**config.mk**
```make
export PLATFORM = sky130hd
export DESIGN_NAME = watchdog_reset_sequencer
export DESIGN_NICKNAME = d
export VERILOG_FILES = /design/src/design/wd_reset_pkg.sv /design/src/design/watchdog_reset_sequencer.sv
export SDC_FILE = /design/constraint.sdc
export NUM_CORES = 1
export LEC_CHECK = 0
export BUFFER_PORTS_ARGS = -buffer_cell sky130_fd_sc_hd__buf_2
export CORE_ASPECT_RATIO = 0.9
export CORE_MARGIN = 4
export CORE_UTILIZATION = 44
export DETAILED_ROUTE_END_ITERATION = 6
export PLACE_DENSITY_LB_ADDON = 0.2
export SYNTH_ARGS = -nofsm -noshare
export SYNTH_HDL_FRONTEND = slang
export SYNTH_SLANG_ARGS = --single-unit
```
**constraint.sdc**
```tcl
create_clock -name clock -period 3 [get_ports clock]
set_input_delay 0.75 -clock clock [delete_from_list [all_inputs] [get_ports clock]]
set_output_delay 0.75 -clock clock [all_outputs]
set_load 0.05 [all_outputs]
```
**src/design/wd_reset_pkg.sv**
```systemverilog
// Constants, register map and carrier types for the watchdog reset sequencer.
// Assumes a single 125 MHz clock domain and an 8-bit register port.
package wd_reset_pkg;

  // ---------------------------------------------------------------
  // Clock and timing
  // ---------------------------------------------------------------
  localparam int CLK_PERIOD_PS = 8000;
  localparam int SETTLE_TIME_NS = 30000;
  // Least time, rounded up to whole cycles
  localparam int SETTLE_CYCLES = (SETTLE_TIME_NS * 1000 + CLK_PERIOD_PS - 1) / CLK_PERIOD_PS;

  // ---------------------------------------------------------------
  // Regulator population
  // ---------------------------------------------------------------
  localparam int BUCK_COUNT = 5;
  localparam int LINEAR_COUNT = 3;

  // ---------------------------------------------------------------
  // Register map (8-bit data)
  // ---------------------------------------------------------------
  localparam int ADDR_W = 4;
  localparam int DATA_W = 8;
  localparam logic [ADDR_W-1:0] REG_CTRL = 4'h0;
  localparam logic [ADDR_W-1:0] REG_STATUS = 4'h1;
  localparam logic [ADDR_W-1:0] REG_TALLY = 4'h2;
  localparam logic [ADDR_W-1:0] REG_BUCK_KEEP = 4'h3;
  localparam logic [ADDR_W-1:0] REG_LINEAR_KEEP = 4'h4;
  localparam logic [ADDR_W-1:0] REG_IRQ = 4'h5;

  // CTRL fields
  localparam int CTRL_PIN_TYPE_BIT = 0;
  // TALLY fields
  localparam int TALLY_LSB = 0;
  localparam int LIMIT_LSB = 4;
  localparam int TALLY_W = 4;
  // IRQ fields
  localparam int IRQ_FLAG_BIT = 0;
  localparam int IRQ_MASK_BIT = 1;

  // Reset values
  localparam logic PIN_TYPE_RST = 1'b0;
  localparam logic IRQ_MASK_RST = 1'b1;
  localparam logic [TALLY_W-1:0] TALLY_RST = 4'h0;
  localparam logic [TALLY_W-1:0] LIMIT_RST = 4'hF;

  // Pin event reset type encoding
  localparam logic RESET_SOFT = 1'b0;
  localparam logic RESET_HARD = 1'b1;

  // ---------------------------------------------------------------
  // Carrier types
  // ---------------------------------------------------------------
  typedef struct packed {
    logic [BUCK_COUNT-1:0] buck_restore;
    logic [BUCK_COUNT-1:0] buck_off;
    logic [LINEAR_COUNT-1:0] linear_restore;
    logic [LINEAR_COUNT-1:0] linear_off;
  } reg_cmd_t;

  typedef struct packed {
    logic soft_reload;
    logic full_reload;
    logic pdn_start;
    logic powerup_ready;
    logic failsafe;
    logic enter_run;
    logic enter_standby;
  } seq_cmd_t;

endpackage

```
**src/design/watchdog_reset_sequencer.sv**
```systemverilog
// Watchdog reset sequencer: carries out soft and hard resets after a watchdog
// event, keeps the event tally and raises the fail-safe transition.
// Assumes an external regulator sequencer that ramps, powers down and reports
// back on the same clock; pins arrive asynchronously and are synchronised here.
`timescale 1ns/10ps

// Functional notes
// [RL1] Internal expiry hard; pin event per type bit
// [RL2] Every event runs exactly one soft/hard reset; at the limit the code takes fail-safe instead
// [RL3] Host reset stays released during soft reset
// [RL4] Soft reset reloads only the fixed subset
// [RL5] Keep bit preserves regulator configuration
// [RL6] Only sequenced, unkept regulators return default
// [RL7] Bucks ramp by scaling; linears step at once
// [RL8] Unkept, unsequenced regulators switch off immediately
// [RL9] Wait at least 30 us before run
// [RL10] Interrupt at soft completion unless masked
// [RL11] Hard reset reloads every register
// [RL12] Hard reset powers down in sequence order
// [RL13] Sequenced power-good output disabled in order
// [RL14] Wait 30 us, reload, await fail-hold release
// [RL15] Standby pin selects standby after reset
// [RL16] Each event increments four-bit tally
// [RL17] Tally at limit takes fail-safe transition
// [RL18] Host clears tally while healthy
// [RL19] Limit loaded from default at power-up
// [RL20] Off states clear the tally
// [RL21] Reset sequences never overlap
module watchdog_reset_sequencer
  import wd_reset_pkg::*;
#(
  parameter int SETTLE_CYC = SETTLE_CYCLES
) (
  input wire logic clock, // 125 MHz clock
  input wire logic rst_b, // Async reset, active low
  input wire logic clk_en, // Freezes all state while low
  // Register port
  input wire logic [ADDR_W-1:0] reg_addr, // Register address
  input wire logic [DATA_W-1:0] reg_wdata, // Write data
  input wire logic reg_wr, // Write strobe
  input wire logic reg_rd, // Read strobe
  output logic [DATA_W-1:0] reg_rdata, // Read data, cycle after strobe
  // Event sources
  input wire logic wd_pin_n, // External watchdog pin, async
  input wire logic wd_expire, // Internal timer expiry pulse
  input wire logic standby_pin, // Standby request pin, async
  input wire logic fail_hold_n, // Fail-hold pin, async
  input wire logic off_state, // Device is in an off state
  input wire logic power_up, // Power-up pulse
  input wire logic [TALLY_W-1:0] event_limit_default, // Default event limit
  // Regulator sequencer feedback
  input wire logic [BUCK_COUNT-1:0] buck_in_seq, // Buck is in power-up sequence
  input wire logic [LINEAR_COUNT-1:0] linear_in_seq, // Linear is in power-up sequence
  input wire logic [BUCK_COUNT-1:0] buck_at_default, // Buck ramp reached default
  input wire logic pdn_done, // Power-down and its delay finished
  input wire logic pdn_reset_slot, // Host reset slot reached in power-down
  input wire logic pdn_pg_slot, // Power-good slot reached in power-down
  input wire logic pg_is_gpo, // Power-good pin used as output
  input wire logic pg_in_seq, // Power-good pin in power-up sequence
  // Commands out
  output reg_cmd_t reg_cmd, // Per-regulator pulses
  output seq_cmd_t seq_cmd, // Sequence pulses
  output logic voltage_ramp_scaling, // Bucks ramp with scaling while high
  output logic host_reset_out_n, // Host processor reset, active low
  output logic power_good_pin_off, // Power-good output disabled
  output logic irq_out_n // Interrupt, active low
);

  if (SETTLE_CYC < 1 || SETTLE_CYC > 4095) begin : g_bad_settle
    $error("SETTLE_CYC out of range");
  end

  typedef enum logic [2:0] {ST_RUN, ST_SOFT_RAMP, ST_SOFT_WAIT, ST_HARD_PDN, ST_HARD_WAIT,
    ST_HARD_HOLD, ST_FAILSAFE} state_t;

  // ---------------------------------------------------------------
  // Pin synchronisers
  // ---------------------------------------------------------------
  logic [2:0] pin_meta_q;
  logic [2:0] pin_sync_q;
  logic wd_pin_prev_q;

  always_ff @(posedge clock or negedge rst_b) begin
    if (!rst_b) begin
      pin_meta_q <= 3'h7;
      pin_sync_q <= 3'h7;
      wd_pin_prev_q <= 1'b1;
    end else if (clk_en) begin
      pin_meta_q <= {fail_hold_n, standby_pin, wd_pin_n};
      pin_sync_q <= pin_meta_q;
      wd_pin_prev_q <= pin_sync_q[0];
    end
  end

  wire pin_event = wd_pin_prev_q & ~pin_sync_q[0];
  wire standby_req = pin_sync_q[1];
  wire fail_hold_released = pin_sync_q[2];

  // ---------------------------------------------------------------
  // Registers
  // ---------------------------------------------------------------
  state_t state_q, state_d;
  logic pin_type_q;
  logic [TALLY_W-1:0] tally_q, tally_d;
  logic [TALLY_W-1:0] limit_q;
  logic [BUCK_COUNT-1:0] buck_keep_q;
  logic [LINEAR_COUNT-1:0] linear_keep_q;
  logic irq_flag_q, irq_mask_q;
  logic [11:0] wait_q;
  logic host_reset_n_q, pg_off_q, irq_n_q, ramp_q;
  logic [BUCK_COUNT-1:0] buck_pending_q;
  reg_cmd_t reg_cmd_q, reg_cmd_d;
  seq_cmd_t seq_cmd_q, seq_cmd_d;
  logic [DATA_W-1:0] rdata_q;

  // Register decode
  wire wr_ctrl = reg_wr & (reg_addr == REG_CTRL);
  wire wr_tally = reg_wr & (reg_addr == REG_TALLY);
  wire wr_bkeep = reg_wr & (reg_addr == REG_BUCK_KEEP);
  wire wr_lkeep = reg_wr & (reg_addr == REG_LINEAR_KEEP);
  wire wr_irq = reg_wr & (reg_addr == REG_IRQ);

  // ---------------------------------------------------------------
  // Event qualification
  // ---------------------------------------------------------------
  wire idle = (state_q == ST_RUN);
  // Events during a running sequence are dropped, not queued
  wire event_go = idle & ~off_state & (wd_expire | pin_event); // RL21
  // Internal expiry always forces hard
  wire event_hard = wd_expire | (pin_type_q == RESET_HARD); // RL1
  wire [TALLY_W-1:0] tally_inc = (tally_q == 4'hF) ? tally_q : tally_q + 4'h1;
  wire at_limit = (tally_inc == limit_q); // RL17
  wire settle_done = (wait_q == 12'h000);

  // ---------------------------------------------------------------
  // Per-regulator soft reset commands
  // ---------------------------------------------------------------
  logic [BUCK_COUNT-1:0] buck_restore_w, buck_off_w;
  logic [LINEAR_COUNT-1:0] linear_restore_w, linear_off_w;

  genvar gi;
  generate
    for (gi = 0; gi < BUCK_COUNT; gi++) begin : g_buck
      assign buck_restore_w[gi] = ~buck_keep_q[gi] & buck_in_seq[gi]; // RL5 RL6
      assign buck_off_w[gi] = ~buck_keep_q[gi] & ~buck_in_seq[gi]; // RL8
    end
    for (gi = 0; gi < LINEAR_COUNT; gi++) begin : g_linear
      assign linear_restore_w[gi] = ~linear_keep_q[gi] & linear_in_seq[gi]; // RL5 RL6
      assign linear_off_w[gi] = ~linear_keep_q[gi] & ~linear_in_seq[gi]; // RL8
    end
  endgenerate

  // Only restored bucks need to finish their ramp; linears step at once
  wire ramps_done = &(buck_at_default | ~buck_pending_q); // RL7

  // ---------------------------------------------------------------
  // Sequencer
  // ---------------------------------------------------------------
  always_comb begin
    state_d = state_q;
    reg_cmd_d = '0;
    seq_cmd_d = '0;
    case (state_q)
      ST_RUN: begin
        if (event_go) begin
          if (at_limit) begin
            state_d = ST_FAILSAFE; // RL17
            seq_cmd_d.failsafe = 1'b1;
          end else if (event_hard) begin
            state_d = ST_HARD_PDN; // RL2
            seq_cmd_d.pdn_start = 1'b1; // RL12
          end else begin
            state_d = ST_SOFT_RAMP; // RL2
            seq_cmd_d.soft_reload = 1'b1; // RL4
            reg_cmd_d.buck_restore = buck_restore_w; // RL7
            reg_cmd_d.buck_off = buck_off_w; // RL8
            reg_cmd_d.linear_restore = linear_restore_w; // RL7
            reg_cmd_d.linear_off = linear_off_w; // RL8
          end
        end
      end
      ST_SOFT_RAMP: begin
        if (ramps_done) begin
          state_d = ST_SOFT_WAIT;
        end
      end
      ST_SOFT_WAIT: begin
        if (settle_done) begin
          state_d = ST_RUN; // RL9
          seq_cmd_d.enter_run = ~standby_req; // RL15
          seq_cmd_d.enter_standby = standby_req; // RL15
        end
      end
      ST_HARD_PDN: begin
        if (pdn_done) begin
          state_d = ST_HARD_WAIT;
        end
      end
      ST_HARD_WAIT: begin
        if (settle_done) begin
          state_d = ST_HARD_HOLD;
          seq_cmd_d.full_reload = 1'b1; // RL11 RL14
        end
      end
      ST_HARD_HOLD: begin
        if (fail_hold_released) begin
          state_d = ST_RUN; // RL14
          seq_cmd_d.powerup_ready = 1'b1;
          seq_cmd_d.enter_run = ~standby_req; // RL15
          seq_cmd_d.enter_standby = standby_req; // RL15
        end
      end
      ST_FAILSAFE: begin
        // Left only through the off-state override below
      end
      default: begin
        state_d = ST_RUN;
      end
    endcase
    if (off_state) begin
      state_d = ST_RUN;
    end
  end

  // Tally: off state beats an event, and an event beats a host write
  assign tally_d = off_state ? TALLY_RST : // RL20
                   event_go ? tally_inc : // RL16
                   wr_tally ? reg_wdata[TALLY_LSB +: TALLY_W] : // RL18
                   tally_q;

  always_ff @(posedge clock or negedge rst_b) begin
    if (!rst_b) begin
      state_q <= ST_RUN;
      tally_q <= TALLY_RST;
      reg_cmd_q <= '0;
      seq_cmd_q <= '0;
    end else if (clk_en) begin
      state_q <= state_d;
      tally_q <= tally_d;
      reg_cmd_q <= reg_cmd_d;
      seq_cmd_q <= seq_cmd_d;
    end
  end

  // Settle counter, loaded on entry to either wait state
  wire wait_load = ((state_q == ST_SOFT_RAMP) & ramps_done) |
                   ((state_q == ST_HARD_PDN) & pdn_done);

  always_ff @(posedge clock or negedge rst_b) begin
    if (!rst_b) begin
      wait_q <= 12'h000;
    end else if (clk_en) begin
      if (wait_load) begin
        wait_q <= 12'(SETTLE_CYC - 1); // RL9 RL14
      end else if (!settle_done) begin
        wait_q <= wait_q - 12'h001;
      end
    end
  end

  // Bucks still ramping in this soft reset
  always_ff @(posedge clock or negedge rst_b) begin
    if (!rst_b) begin
      buck_pending_q <= '0;
      ramp_q <= 1'b0;
    end else if (clk_en) begin
      if (state_d == ST_SOFT_RAMP && idle) begin
        buck_pending_q <= buck_restore_w;
      end
      ramp_q <= (state_d == ST_SOFT_RAMP); // RL7
    end
  end

  // ---------------------------------------------------------------
  // Host reset and power-good output
  // ---------------------------------------------------------------
  always_ff @(posedge clock or negedge rst_b) begin
    if (!rst_b) begin
      host_reset_n_q <= 1'b1;
      pg_off_q <= 1'b0;
    end else if (clk_en) begin
      if (state_q == ST_HARD_PDN && pdn_reset_slot) begin
        host_reset_n_q <= 1'b0; // RL12
      end else if (state_q != ST_HARD_PDN && state_q != ST_HARD_WAIT &&
                   state_q != ST_HARD_HOLD) begin
        host_reset_n_q <= 1'b1; // RL3
      end
      if (state_q == ST_HARD_PDN && pdn_pg_slot && pg_is_gpo && pg_in_seq) begin
        pg_off_q <= 1'b1; // RL13
      end else if (idle) begin
        pg_off_q <= 1'b0;
      end
    end
  end

  // ---------------------------------------------------------------
  // Software registers
  // ---------------------------------------------------------------
  wire soft_end = (state_q == ST_SOFT_WAIT) & settle_done;
  wire irq_clear = wr_irq & reg_wdata[IRQ_FLAG_BIT];

  always_ff @(posedge clock or negedge rst_b) begin
    if (!rst_b) begin
      pin_type_q <= PIN_TYPE_RST;
      limit_q <= LIMIT_RST;
      buck_keep_q <= '0;
      linear_keep_q <= '0;
      irq_flag_q <= 1'b0;
      irq_mask_q <= IRQ_MASK_RST;
      irq_n_q <= 1'b1;
    end else if (clk_en) begin
      if (wr_ctrl) begin
        pin_type_q <= reg_wdata[CTRL_PIN_TYPE_BIT]; // RL1
      end
      if (power_up) begin
        limit_q <= event_limit_default; // RL19
      end
      if (wr_bkeep) begin
        buck_keep_q <= reg_wdata[BUCK_COUNT-1:0];
      end
      if (wr_lkeep) begin
        linear_keep_q <= reg_wdata[LINEAR_COUNT-1:0];
      end
      if (wr_irq) begin
        irq_mask_q <= reg_wdata[IRQ_MASK_BIT];
      end
      // Set wins over a write-one clear
      if (soft_end) begin
        irq_flag_q <= 1'b1; // RL10
      end else if (irq_clear) begin
        irq_flag_q <= 1'b0;
      end
      irq_n_q <= ~(irq_flag_q & ~irq_mask_q); // RL10
    end
  end

  // ---------------------------------------------------------------
  // Read path
  // ---------------------------------------------------------------
  wire [DATA_W-1:0] rd_mux =
    (reg_addr == REG_CTRL) ? {7'h00, pin_type_q} :
    (reg_addr == REG_STATUS) ? {5'h00, state_q} :
    (reg_addr == REG_TALLY) ? {limit_q, tally_q} :
    (reg_addr == REG_BUCK_KEEP) ? DATA_W'(buck_keep_q) :
    (reg_addr == REG_LINEAR_KEEP) ? DATA_W'(linear_keep_q) :
    (reg_addr == REG_IRQ) ? {6'h00, irq_mask_q, irq_flag_q} :
    8'h00;

  always_ff @(posedge clock or negedge rst_b) begin
    if (!rst_b) begin
      rdata_q <= 8'h00;
    end else if (clk_en) begin
      rdata_q <= reg_rd ? rd_mux : 8'h00;
    end
  end

  assign reg_rdata = rdata_q;
  assign reg_cmd = reg_cmd_q;
  assign seq_cmd = seq_cmd_q;
  assign voltage_ramp_scaling = ramp_q;
  assign host_reset_out_n = host_reset_n_q;
  assign power_good_pin_off = pg_off_q;
  assign irq_out_n = irq_n_q;

endmodule

```
# Yosys cells after proc, flatten, opt, wreduce, memory -nomap -nowiden
# Cells that the tools add are included.
[totals]
register_bits = 81
inputBits = 45
output_inout_bits = 35
elab_cells = 181
[classes]
n_addsub = 2
n_eq_ne = 18
muxes = 51
n_bitwise = 55
n_reduce_logical = 26
[ops]
columns = ["op", "n"]
rows = [
  ["16-bit 2-to-1 mux", 4],
  ["8-bit 2-to-1 mux", 4],
  ["1-bit bitwise AND", 29],
  ["3-bit 2-to-1 mux", 9],
  ["12-bit 2-to-1 mux", 2],
  ["2-bit AND reduction", 11],
  ["1-bit 2-to-1 mux", 21],
  ["1-bit NOT", 21],
  ["3-bit case mux with 7 select lines", 1],
  ["4-bit 2-to-1 mux", 4],
  ["12-bit logical NOT", 1],
  ["12-bit by 1-bit subtractor with 12-bit output (second input constant)", 1],
  ["3-bit == test (second input constant)", 3],
  ["4-bit by 2-bit == test with 1-bit output (second input constant)", 2],
  ["4-bit by 3-bit == test with 1-bit output (second input constant)", 2],
  ["2-bit 2-to-1 mux", 4],
  ["1-bit logical AND", 7],
  ["3-bit by 1-bit == test with 1-bit output (second input constant)", 2],
  ["3-bit by 2-bit == test with 1-bit output (second input constant)", 2],
  ["3-bit inequality test (second input constant)", 2],
  ["2-bit nonzero test", 3],
  ["5-bit 2-to-1 mux", 1],
  ["5-bit NOT", 1],
  ["5-bit bitwise OR", 1],
  ["12 further kinds", 14],
]

# Logic depth before layout (Yosys ltp)
[depth]
depth_word = 10
depth_mapped = 9
mapped_depth_nobuf = 8

# Worst setup path before layout
# OpenSTA, ideal clock, no wires.
[synth_path]
kind = "input -> register"
startpoint = "in buck_at_default[2]"
endpoint = "reg wait_q[3]"
setup_ns = 0.077
arrival_time_ns = 2.007
required_ns = 2.923
setup_slack_ns = 0.916
stages = 7
path_buffers = 1
cell_sequence = "nand2b_1 -> o2111ai_1 -> o21ai_1 -> a21oi_1 -> buf_2 -> or3_2 -> a21oi_1"
[synth_between]
elab_chain_len = 6
elab_cells_between_ends = 7
classes_between = "1 x eq/ne; 1 x mux; 3 x bitwise; 2 x reduce/logical"
[synth_rtl]
columns = ["item", "line", "text"]
rows = [
  ["from (decl)", "watchdog_reset_sequencer.sv:54", "input wire logic [BUCK_COUNT-1:0] buck_at_default,"],
  ["5-bit bitwise OR (*)", "watchdog_reset_sequencer.sv:154", "wire ramps_done = &(buck_at_default | ~buck_pending_q);"],
  ["5-bit AND reduction (*)", "watchdog_reset_sequencer.sv:154", ""],
  ["1-bit bitwise AND (*)", "watchdog_reset_sequencer.sv:246", "wire wait_load = ((state_q == ST_SOFT_RAMP) & ramps_done) |"],
  ["1-bit bitwise OR (*)", "watchdog_reset_sequencer.sv:246", ""],
  ["2-bit by 1-bit inequality test with 1-bit output (no line)", "n/a", ""],
  ["2-bit AND reduction (no line)", "n/a", ""],
  ["to (signal assigned)", "watchdog_reset_sequencer.sv:254", "wait_q <= 12'(SETTLE_CYC - 1);"],
  ["to (signal assigned)", "watchdog_reset_sequencer.sv:256", "wait_q <= wait_q - 12'h001;"],
  ["to (decl)", "watchdog_reset_sequencer.sv:109", "logic [11:0] wait_q;"],
]
# Every way passes the cells marked *; elsewhere a longest branch is shown, timed or not.
# A chain may end at the register's enable or synchronous reset.

# Final worst setup path
[layout_path]
startpoint = "reg wait_q[3]"
endpoint = "reg wait_q[4]"
[layout_between]
elab_chain_len = 3
elab_cells_between_ends = 6
classes_between = "1 x add/sub; 1 x eq/ne; 2 x mux; 2 x reduce/logical"
[layout_rtl]
columns = ["item", "line"]
rows = [
  ["12-bit by 1-bit subtractor with 12-bit output or 12-bit logical NOT (tied branches)", "watchdog_reset_sequencer.sv:256, watchdog_reset_sequencer.sv:133"],
  ["12-bit 2-to-1 mux or 2-bit by 1-bit inequality test with 1-bit output (tied branches)", "n/a"],
  ["12-bit 2-to-1 mux or 2-bit AND reduction (tied branches)", "n/a"],
]
# Parallel ways exist; a longest one is shown, timed or not. The select of a mux whose other input is x is not followed.

==> impl_metrics.yaml <==
floorplanning:
  die_x_um: 109
  coreArea_um2: 9080
  die_area_um2: 10900
  initial_core_util_pct: 44.8
  ios: 80
  rows: 33
  chipHeight_um: 99.3
place:
  portBuffers: 76
  placed_cells: 601
  dp_hpwl_mm: 7.17
  place_area_um2: 4580
  gp_congestion: 0.889
yosys:
  synth_ff_type: "dfrtp_1"
  ys_seq_area_share_pct: 50.2
  synth_area_leaders: "dfrtp_1 (41%), dfstp_2 (9.0%), mux2_2 (5.5%), inv_1 (4.3%), o21ai_0 (3.2%)"
  synth.ff_latch_count: 81
  synth-edff-count: 0
  syn_area_per_cell_um2: 9.84
  syn_nets: 461
  synthCells: 414
  yosysTopAreaCellShare_pct: 41.2
  yosys.area.top_type: "dfrtp_1"
  synth_commonest_cells: "dfrtp_1 (67), inv_1 (47), nand2_1 (33)"
  synth.distinct_cells: 61
  yosys_warnings: 0
  syn_area_um2: 4070
  async_flop_share_pct: 100
  yosysMostFrequentCell: "dfrtp_1"
detailed_routing:
  viasPerCell: 5.44
  ant_nets: 0
  routed_wl_mm: 9.69
  wire_per_inst_um: 15.7
  drt_iter0_drc: 155
  num_vias: 3354
  firstDrtPassIters: 5
  drcViolationCount: 0
timing:
  max_slew_margin_pct: 34.2
  tightest_slew_ns: 0.987
  rsz0062_at_grt: "no"
  final.period_utilization_pct: 82.5
  max_freq_mhz: 404
  fin_crit_ns: 2.47
  tns_ns: 0
  setup_violations: 0
  drv_slew: 0
  skew_ns: 0.00648
  hold_viol: 0
global_route:
  top_usage_layer: "met2"
  grt-ovfl-total: 0
  grt_pass1_wl_mm: 16.0
  antenna_found_initial: 0
  use_met2_pct: 29.8
  grt_pass1_vias: 3261
  grtUsageMet3_pct: 5.06
  use_met1_pct: 25.6
  grt_use_total_pct: 18.7
  grt_max_degree: 79
clock_tree:
  insertion_delay_ns: 0.35
  numCtsBuffers: 9
  cts.sinks: 81
  clkSlewWorstSetupHoldPaths_ns: 0.08
  h-tree-depth: 3
  cts_buffer_depth: 2
  cts_resized: 0
  cts-root-buf: "clkbuf_8"
  post_cts_buffers: 0
  ctsHoldBuffers: 0
  tritoncts: "built"
setup_path:
  worstPathArrival_ns: 2.70
  required_ns: 3.22
  start_kind: "flip-flop"
  cp_max_fo: 11
  end_kind: "flip-flop"
  worstPathCellList: "nor4_4 > nand4b_1 > and2_1 > a21oi_1 > or4_2 > a21oi_1"
  cp_slowest_cell: "a21oi_1"
  max_stage_delay_ns: 0.59
  setup.worst_path.start: "wait_q[3]"
  r2r_start: "wait_q[3]"
  cpMostUsedCell: "a21oi_1"
  crit_type: "reg2reg"
pwr:
  power_density_nw_per_um2: 706
  p_leak_nw: 2.17
  finalPower_mw: 3.41
  ir_drop_v: 0.000450
final_layout:
  final_nets: 537
  fin_area_um2: 4830
  diodes: 0
  area_growth_pct: 18.6
  fin_cells: 617
  layout-drive-gt1-share_pct: 29.1
run_status:
  status: "finished clean"
worst_hold_path:
  min_from: "irq_flag_q"
  hold_path.class: "reg2reg"
run:
  max-cap-violations: 0
-- worst paths after layout --
kind | cells after the start | slack (ns) | endpoint
min reg2reg | 1 | 0.48 | irq_out_n
max in group asynchronous | 2 | 1.68 | pin_sync_q[0]
max reg2reg | 6 | 0.53 | wait_q[4]
min | 1 | 0.48 | irq_out_n
min in group asynchronous | 1 | 0.52 | buck_pending_q[2]
max | 6 | 0.53 | wait_q[4]
-- critical path: cells and delay by family, from the launching register on --
family / cells / cell delay, ns
compound gates: 2 / 0.65
flops: 1 / 0.46
simple gates: 4 / 1.23
-- metrics by stage --
stage | utilization (%) | setup WS (ns) | hold slack, ns
detailed placement | 50.4 | 0.406 | 0.465
finish | 53.2 | 0.526 | 0.477
global route | 53.2 | 0.237 | 0.500
global placement | 50.4 | 0.457 | 0.466
floorplan | - | 0.916 | 0.423
CTS | 53.2 | 0.537 | 0.479
-- per-layer routing --
| metal | part of all wire [%] | up-vias |
|---|---|---|
| li1 | - | 1640 |
| met1 | 46 | 1632 |
| met5 | 0 | - |
| met2 | 48 | 75 |
| met4 | 0.85 | 0 |
| met3 | 5.1 | 7 |
-- logic make-up after synthesis --
group                    after synthesis  synth area share [%]
buffers and inverters                 64                  6.20
AND/OR/NAND/NOR                      125                  16.4
multiplexers                          28                  7.80
flip-flops                            81                  50.2
adder cells (fa/ha/maj)                2                 0.614
XOR/XNOR                               3                 0.645
AO/OA/AOI/OAI                        111                  18.1
-- power by group --
group          internal (mW)  total (mW)  switching (mW)
Clock                  0.635        1.02           0.383
Combinational          0.353       0.869           0.516
Sequential              1.30        1.53           0.226
Total                   2.29        3.41            1.13
-- cells in the final DEF (no fill, tap or decap), types with 8 or more instances in the layout --
cell,count
clkbuf_8,9
a31oi_1,8
dfrtp_1,67
buf_2,75
a21oi_1,15
nand2_1,33
nor2_1,25
o22ai_1,17
nand2b_1,12
mux2_2,20
nand3_1,9
inv_1,47
dfstp_2,14
o32ai_1,14
o21ai_0,26
-- final cells by class --
cell class              count  area (µm²)
fillers                   865        4250
repair buffers             81         420
inverters                  48         181
clock inverters             6         130
multi-input cells         269        1780
flip-flops and latches     81        2040
clock buffers              10         128
well taps                 122         153
-- state kept, by name (all words and copies together) (netlist names) --
name                  cells
reg_cmd                  16
wait_q                   12
reg_rdata                 8
seq_cmd                   7
buck_keep_q               5
buck_pending_q            5
limit_q                   4
tally_q                   4
linear_keep_q             3
pin_meta_q                3
pin_sync_q                3
state_q                   3
host_reset_out_n          1
irq_flag_q                1
irq_mask_q                1
irq_out_n                 1
pin_type_q                1
power_good_pin_off        1
voltage_ramp_scaling      1
wd_pin_prev_q             1
Power figures use the tool's default switching activity.
